File: src/include/stats_fetch_map.svh
`ifndef STATS_FETCH_MAP_SVH
`define STATS_FETCH_MAP_SVH

// ----------------------------------------
// Register offsets
// ----------------------------------------
`define ADDR_STATS_BASE   12'h000
`define ADDR_FETCH_START  12'h004
`define ADDR_FETCH_PITCH  12'h008
`define ADDR_FETCH_SIZE   12'h00c
`define ADDR_FETCH_CTRL   12'h010
`define ADDR_FETCH_STAT   12'h014

// ----------------------------------------
// Field layout and masks
// ----------------------------------------
`define STATS_BASE_MASK   32'hffff_ffc0
`define FETCH_ADDR_MASK   32'hffff_ffe0
`define PITCH_RD_MASK     32'h0000_ffff
`define PITCH_EFF_MASK    16'hffe0
`define SIZE_RD_MASK      32'h7fff_0fff
`define CTRL_RD_MASK      32'h0000_0002
`define SEL_HI            30
`define SEL_LO            28
`define LINES_HI          27
`define LINES_LO          16
`define PIX_HI            11
`define PIX_LO            0
`define CTRL_START_BIT    0
`define CTRL_TEN_BIT      1
`define SEL_RESERVED      3'h7
`define ZERO_WORD         32'h0000_0000
`define ZERO_COUNT        12'h000
`define ONE_COUNT         12'h001
`define ZERO_BYTES        13'h0000
`define BYTE_STEP_8       13'h0001
`define BYTE_STEP_10      13'h0002

`endif

File: src/include/stats_fetch_pkg.sv
package stats_fetch_pkg;
    // Frame settings captured at frame start
    typedef struct packed {
        logic [31:0] stats_base;
        logic [31:0] start_addr;
        logic [15:0] pitch;
        logic [2:0]  sel;
        logic [11:0] lines;
        logic [11:0] pixels;
        logic        ten_bit;
    } frame_cfg_s;

    // Memory read request
    typedef struct packed {
        logic        valid;
        logic [31:0] addr;
        logic [12:0] bytes;
    } mem_req_s;

    typedef enum logic [2:0] {
        ST_IDLE = 3'b001,
        ST_LINE = 3'b010,
        ST_WAIT = 3'b100
    } fetch_state_e;
endpackage

File: src/verilog/stats_fetch.sv
// The APB register port and the register addresses were left to the implementer.
`timescale 1ns/100ps
`include "stats_fetch_map.svh"
module stats_fetch (
    input  wire logic                    pclk,
    input  wire logic                    presetn,
    input  wire logic                    psel,
    input  wire logic                    penable,
    input  wire logic                    pwrite,
    input  wire logic [11:0]             paddr,
    input  wire logic [31:0]             pwdata,
    output logic [31:0]                  prdata,
    output logic                         pready,
    output logic                         pslverr,
    input  wire logic                    frame_start,
    output stats_fetch_pkg::mem_req_s    mem_req,
    input  wire logic                    mem_ack,
    input  wire logic                    rd_valid,
    input  wire logic [15:0]             rd_word,
    output logic                         pix_valid,
    output logic [9:0]                   pix_data,
    output logic [31:0]                  stats_base_out,
    output logic                         busy
);
    import stats_fetch_pkg::*;

    // ----------------------------------------
    // Register decode
    // ----------------------------------------
    function automatic logic mapped(input logic [11:0] a);
        mapped = (a == `ADDR_STATS_BASE) || (a == `ADDR_FETCH_START) || (a == `ADDR_FETCH_PITCH) ||
                 (a == `ADDR_FETCH_SIZE) || (a == `ADDR_FETCH_CTRL) || (a == `ADDR_FETCH_STAT);
    endfunction

    logic        setup;
    logic        wr_en;
    logic [31:0] stats_base_q;
    logic [31:0] start_q;
    logic [15:0] pitch_q;
    logic [31:0] size_q;
    logic        ten_bit_q;
    logic        start_req_q;
    frame_cfg_s  cfg_q;
    fetch_state_e state_q;
    logic [11:0] line_cnt_q;
    logic [31:0] line_addr;
    logic        load;
    logic        step;
    logic [12:0] line_bytes;
    logic        win_valid;
    logic [9:0]  win_pixel;

    // Setup cycle samples, access cycle completes with no wait states
    assign setup = psel && !penable;
    assign wr_en = psel && penable && pready && pwrite;

    // ----------------------------------------
    // APB handshake
    // ----------------------------------------
    always_ff @(posedge pclk or negedge presetn) begin
        if (!presetn) begin
            pready  <= 1'b0;
            pslverr <= 1'b0;
        end else begin
            pready  <= setup;
            pslverr <= setup && !mapped(paddr);
        end
    end

    // Programmed registers, written even while busy
    always_ff @(posedge pclk or negedge presetn) begin
        if (!presetn) begin
            stats_base_q <= `ZERO_WORD;
            start_q      <= `ZERO_WORD;
            pitch_q      <= 16'h0000;
            size_q       <= `ZERO_WORD;
            ten_bit_q    <= 1'b0;
        end else if (wr_en) begin
            case (paddr)
                `ADDR_STATS_BASE:  stats_base_q <= pwdata;
                `ADDR_FETCH_START: start_q      <= pwdata;
                `ADDR_FETCH_PITCH: pitch_q      <= pwdata[15:0];
                `ADDR_FETCH_SIZE:  size_q       <= pwdata & `SIZE_RD_MASK;
                `ADDR_FETCH_CTRL:  ten_bit_q    <= pwdata[`CTRL_TEN_BIT];
                default: ;
            endcase
        end
    end

    // Software start pulse; set by a write, consumed at an idle frame start
    always_ff @(posedge pclk or negedge presetn) begin
        if (!presetn) begin
            start_req_q <= 1'b0;
        end else if (wr_en && paddr == `ADDR_FETCH_CTRL && pwdata[`CTRL_START_BIT]) begin
            start_req_q <= 1'b1;
        end else if (load) begin
            start_req_q <= 1'b0;
        end
    end

    // Read data returns latest written values, reserved bits and start bit as zero; status reads busy
    always_ff @(posedge pclk or negedge presetn) begin
        if (!presetn) begin
            prdata <= `ZERO_WORD;
        end else if (setup && !pwrite) begin
            case (paddr)
                `ADDR_STATS_BASE:  prdata <= stats_base_q;
                `ADDR_FETCH_START: prdata <= start_q;
                `ADDR_FETCH_PITCH: prdata <= {16'h0000, pitch_q} & `PITCH_RD_MASK;
                `ADDR_FETCH_SIZE:  prdata <= size_q & `SIZE_RD_MASK;
                `ADDR_FETCH_CTRL:  prdata <= {30'h0000_0000, ten_bit_q, 1'b0} & `CTRL_RD_MASK;
                `ADDR_FETCH_STAT:  prdata <= {31'h0000_0000, busy};
                default:           prdata <= `ZERO_WORD;
            endcase
        end
    end

    // ----------------------------------------
    // Frame shadow
    // ----------------------------------------
    assign load = frame_start && (state_q == ST_IDLE);

    always_ff @(posedge pclk or negedge presetn) begin
        if (!presetn) begin
            cfg_q <= '0;
        end else if (frame_start) begin
            cfg_q.stats_base <= stats_base_q & `STATS_BASE_MASK;
            if (state_q == ST_IDLE) begin
                cfg_q.start_addr <= start_q & `FETCH_ADDR_MASK;
                cfg_q.pitch      <= pitch_q & `PITCH_EFF_MASK;
                cfg_q.sel        <= size_q[`SEL_HI:`SEL_LO];
                cfg_q.lines      <= size_q[`LINES_HI:`LINES_LO];
                cfg_q.pixels     <= size_q[`PIX_HI:`PIX_LO];
                cfg_q.ten_bit    <= ten_bit_q;
            end
        end
    end

    // Statistics base stays fixed until the next frame
    always_ff @(posedge pclk or negedge presetn) begin
        if (!presetn) begin
            stats_base_out <= `ZERO_WORD;
        end else begin
            stats_base_out <= cfg_q.stats_base;
        end
    end

    // ----------------------------------------
    // Fetch sequencer
    // ----------------------------------------
    // Bytes per line: one per 8-bit pixel, two per 10-bit pixel
    assign line_bytes = cfg_q.ten_bit ? {cfg_q.pixels, 1'b0} : {1'b0, cfg_q.pixels};
    assign step = (state_q == ST_WAIT) && mem_ack;

    always_ff @(posedge pclk or negedge presetn) begin
        if (!presetn) begin
            state_q    <= ST_IDLE;
            line_cnt_q <= `ZERO_COUNT;
        end else begin
            case (state_q)
                ST_IDLE: begin
                    if (load && start_req_q && size_q[`LINES_HI:`LINES_LO] != `ZERO_COUNT) begin
                        state_q    <= ST_LINE;
                        line_cnt_q <= `ZERO_COUNT;
                    end
                end
                ST_LINE: begin
                    state_q <= ST_WAIT;
                end
                ST_WAIT: begin
                    if (mem_ack) begin
                        line_cnt_q <= line_cnt_q + `ONE_COUNT;
                        if (line_cnt_q + `ONE_COUNT == cfg_q.lines) begin
                            state_q <= ST_IDLE;
                        end else begin
                            state_q <= ST_LINE;
                        end
                    end
                end
                default: state_q <= ST_IDLE;
            endcase
        end
    end

    // Memory request per line
    always_ff @(posedge pclk or negedge presetn) begin
        if (!presetn) begin
            mem_req <= '0;
            busy    <= 1'b0;
        end else begin
            busy <= (state_q != ST_IDLE);
            if (state_q == ST_LINE) begin
                mem_req.valid <= 1'b1;
                mem_req.addr  <= line_addr;
                mem_req.bytes <= line_bytes;
            end else if (mem_ack) begin
                mem_req.valid <= 1'b0;
            end
        end
    end

    line_walker u_walk (
        .pclk       (pclk),
        .presetn    (presetn),
        .load       (load),
        .start_addr (start_q),
        .pitch      (cfg_q.pitch),
        .step       (step),
        .line_addr  (line_addr)
    );

    bit_window u_win (
        .pclk      (pclk),
        .presetn   (presetn),
        .sel       (cfg_q.sel),
        .in_valid  (rd_valid && busy),
        .in_word   (rd_word),
        .out_valid (win_valid),
        .out_pixel (win_pixel)
    );

    // Pixel output register
    always_ff @(posedge pclk or negedge presetn) begin
        if (!presetn) begin
            pix_valid <= 1'b0;
            pix_data  <= 10'h000;
        end else begin
            pix_valid <= win_valid;
            pix_data  <= win_pixel;
        end
    end
endmodule

File: src/verilog/bit_window.sv
`timescale 1ns/100ps
`include "stats_fetch_map.svh"
module bit_window (
    input  wire logic        pclk,
    input  wire logic        presetn,
    input  wire logic [2:0]  sel,
    input  wire logic        in_valid,
    input  wire logic [15:0] in_word,
    output logic             out_valid,
    output logic [9:0]       out_pixel
);
    // ----------------------------------------
    // Window extraction
    // ----------------------------------------
    function automatic logic [9:0] pick(input logic [2:0] s, input logic [15:0] w);
        logic [15:0] sh;
        sh = w >> s;
        pick = sh[9:0];
    endfunction

    // Registered window output; reserved select yields zero
    always_ff @(posedge pclk or negedge presetn) begin
        if (!presetn) begin
            out_valid <= 1'b0;
            out_pixel <= 10'h000;
        end else begin
            out_valid <= in_valid;
            if (sel == `SEL_RESERVED) begin
                out_pixel <= 10'h000;
            end else begin
                out_pixel <= pick(sel, in_word);
            end
        end
    end
endmodule

File: src/verilog/line_walker.sv
`timescale 1ns/100ps
`include "stats_fetch_map.svh"
module line_walker (
    input  wire logic        pclk,
    input  wire logic        presetn,
    input  wire logic        load,
    input  wire logic [31:0] start_addr,
    input  wire logic [15:0] pitch,
    input  wire logic        step,
    output logic [31:0]      line_addr
);
    // ----------------------------------------
    // Line address accumulator
    // ----------------------------------------
    always_ff @(posedge pclk or negedge presetn) begin
        if (!presetn) begin
            line_addr <= `ZERO_WORD;
        end else if (load) begin
            line_addr <= start_addr & `FETCH_ADDR_MASK;
        end else if (step) begin
            line_addr <= line_addr + {16'h0000, pitch & `PITCH_EFF_MASK};
        end
    end
endmodule

File: config.mk
export PLATFORM = sky130hd
export DESIGN_NAME = stats_fetch
export DESIGN_NICKNAME = d
export VERILOG_FILES = /design/src/include/stats_fetch_pkg.sv /design/src/verilog/stats_fetch.sv /design/src/verilog/bit_window.sv /design/src/verilog/line_walker.sv
export VERILOG_INCLUDE_DIRS = /design/src /design/src/include
export SDC_FILE = /design/constraint.sdc
export NUM_CORES = 1
export LEC_CHECK = 0
export ABC_AREA = 1
export BUFFER_PORTS_ARGS = -buffer_cell sky130_fd_sc_hd__buf_2
export CORE_ASPECT_RATIO = 0.7
export CORE_UTILIZATION = 58
export CTS_CLUSTER_DIAMETER = 120
export DETAILED_ROUTE_END_ITERATION = 10
export PLACE_DENSITY = 0.8
export SLEW_MARGIN = 20
export SYNTH_ARGS = -nofsm -noshare
export SYNTH_HDL_FRONTEND = slang
export SYNTH_SLANG_ARGS = --single-unit
File: constraint.sdc
create_clock -name pclk -period 2.6 [get_ports pclk]
set_input_delay 0.13 -clock pclk [delete_from_list [all_inputs] [get_ports pclk]]
set_output_delay 0.13 -clock pclk [all_outputs]
set_load 0.005 [all_outputs]
==> metrics.txt <==
CP most frequent cell=nand2_1; global-route wire length before repair=around 66000 um; Die X=roughly 200 um; Ports=about 190; Post-DRT Antenna Nets=0; initial drt markers=approximately 1200; most common flop cell mapped by yosys=dfrtp_1; power density cells=approximately 630 mW/mm^2; fin area=approximately 0.018 mm^2; # rows=48; unrepaired setup endpoints after global routing=false; grt ovf=0; synth cell count leaders=nand2_1 (532), dfrtp_1 (339), o21ai_0 (213); WS Path Type=reg2reg; status=finished, final reports clean; DIE AREA=between 0.02 and 0.03 mm^2; setup tns final=0 ns; post-DR vias/cell=between 5 and 6; root buf cell=clkbuf_16; Area Growth Syn to Fin=19.3%; Distinct cells, synth=49; placed cells=~2200; worst-path fanout max=4; Final Hold Viols=0; minimum clock period=approximately 2.3 ns; final non-filler cell total=between 2000 and 2500; area leader, netlist=dfrtp_1; FF+latch count, synth=340; Async S/R FF share, synth=1.00; starting density of the core=0.600; clock-pin slew on the worst setup and hold paths=~0.070 ns; share of post-route cells with drive strength above 1=0.161; Routed Wire Length=41000 um; Largest stage delay, worst path=0.40 ns; detailed-route DRC error count=0; # resized after CTS=0; PortBufs=180; clock latency on the worst-skew pair=0.56 ns; GRT Overall Usage=0.314; CP Capture Type=register; leakage=about 9.2 nW; Place WS=between 0.3 and 0.4 ns; placed instance area=roughly 0.016 mm^2; slew margin rel.=0.441; crit-path cells=ha_1 > inv_1 > fa_1 > inv_1 > nand3_1 > nand2_1 > a21boi_0 > o21ai_0 > buf_4 > nand2_1 > nand2_1 > nand2_1 > nand3_1 > nand3_1; maximum VDD drop=0.000490 V; Ys Warns=0; final core utilization=0.716; global placement routability congestion=roughly 0.98; Worst Hold Class=in2reg; DPL Wire Length=~28000 um; worst hold margin=about 0.03 ns; CP delay by family, top=simple AND/OR/NAND/NOR gates; Data arrival, critical path=between 2 and 3 ns; H-tree depth=1; Area contributors post-synth=dfrtp_1 (57%), nand2_1 (13%), o21ai_0 (7.1%); drt wl/cell=approximately 18 um; # nets final=approximately 2000; number of synthesized flops with an enable pin=0; largest net degree at the start of global routing=90; CTS max path bufs=3; WP data required=3.05 ns; Mapped Cells=between 1500 and 2000; final setup fails=0; Mapped Area=between 0.01 and 0.015 mm^2; CTS tree=done; routed via count=12900; final-report max-slew violation count=0; ant diodes=0; Max Cap Viol=0; CTS buffer count=31; WP buf/inv=3; worst-path cell with the longest stage delay=fa_1; overall power=approximately 11 mW; Reg2Reg Setup Slack=between 0.2 and 0.3 ns; Startpoint Class=register; Least-Margin Pin Slew=0.837 ns; drt pass-1 iters=6; initial antenna violation count=0; Synth Area per Inst=between 8 and 9 um^2; most frequent cell after synthesis=nand2_1; fin crit share=0.888; die boundary height=137 um; core area=0.0250 mm^2; worst setup margin=0.292 ns; post-synth top area share=0.566; post-synthesis sequential area ratio=0.568; number of clock sinks=340; clk_skew=around 0.011 ns; maximum clock frequency=0.433 GHz; number of global-route vias before repair=around 13000
[cell type report]
class / instances / area, um^2
Inverter: 157 / 589
Tap cell: 325 / 407
Clock buffer: 42 / 877
Multi-Input combinational cell: 1136 / 5560
Sequential cell: 340 / 8510
Fill cell: 1874 / 7090
Clock inverter: 15 / 289
Timing Repair Buffer: 257 / 1660
[repair_timing]
action / in CTS / in global routing
hold buffers: 42 / 0
endpoints found under the hold margin: 194 / 0
setup buffers: 0 / 0
[worst register-to-register path, delay by kind of cell, from the launching register on]
family | cells | cell delay [ns]
buffers and inverters | 3 | 0.28
AND/OR/NAND/NOR | 7 | 0.62
adder cells (fa/ha/maj) | 2 | 0.57
AO/OA/AOI/OAI | 2 | 0.36
flip-flops | 1 | 0.36
[metal layers]
metal / part of all wire / wire length, um / global-route usage / vias to the layer above
li1: - / - / - / 5990
met1: 0.43 / 17400 / 0.442 / 6232
met2: 0.46 / 19000 / 0.506 / 600
met3: 0.075 / 3090 / 0.0402 / 94
met4: 0.036 / 1480 / 0.122 / 0
met5: 0 / 0 / 0 / -
[state kept, by name (all words and copies together), names as in the netlist, 3 cells and up]
| signal | cells |
|---|---|
| cfg_q | 65 |
| mem_req | 41 |
| prdata | 32 |
| start_q | 32 |
| stats_base_q | 32 |
| size_q | 27 |
| u_walk.line_addr | 27 |
| stats_base_out | 26 |
| pitch_q | 16 |
| line_cnt_q | 12 |
| pix_data | 10 |
| u_win.out_pixel | 10 |
| state_q | 3 |
[worst paths after layout]
| check | to | startpoint | depth (start not counted) |
|---|---|---|---|
| max reg2reg | u_walk.line_addr[19] | cfg_q[33] | 14 |
| min reg2reg | pix_data[5] | u_win.out_pixel[5] | 0 |
| min | u_win.out_pixel[3] | rd_word[3] | 5 |
| max in group asynchronous | stats_base_out[6] | presetn | 3 |
| min in group asynchronous | mem_req[41] | presetn | 2 |
| max | u_walk.line_addr[19] | cfg_q[33] | 14 |
[where the power goes]
part / internal [mW] / switching (mW)
Sequential: 5.35 / 0.0453
Combinational: 0.227 / 0.481
Clock: 3.16 / 2.02
[kinds of logic (layout without fill, tap and decap cells)]
family | after synthesis | count (layout) | share of synthesized area
simple gates | 729 | 729 | 0.202
xor+xnor | 15 | 15 | 0.00976
fa+ha+maj | 13 | 13 | 0.0113
flops | 340 | 340 | 0.568
other cells | 1 | 11 | 0.000250
buf+inv | 240 | 471 | 0.0643
mux | 31 | 31 | 0.0229
compound gates | 337 | 337 | 0.122
[cells in the final DEF (no fill, tap or decap), types with 3 or more instances in the layout]
cell / n
a21oi_1: 19
a22o_1: 10
a31oi_1: 11
buf_12: 5
buf_2: 179
buf_4: 30
bufinv_16: 8
clkbuf_1: 5
clkbuf_16: 31
clkbuf_8: 6
clkinv_2: 5
conb_1: 11
dfrtp_1: 339
dlygate4sd3_1: 42
ha_1: 12
inv_1: 151
inv_2: 5
mux2_2: 26
mux2i_1: 5
nand2_1: 532
nand2_4: 3
nand3_1: 100
nand3b_1: 6
nand4_1: 6
nor2_1: 55
nor3_1: 11
nor4_1: 5
o211ai_1: 4
o21ai_0: 213
o21ai_1: 45
o221ai_1: 7
o22ai_1: 16
xnor2_1: 4
xor2_1: 10
(Power assumes the default switching activity.)
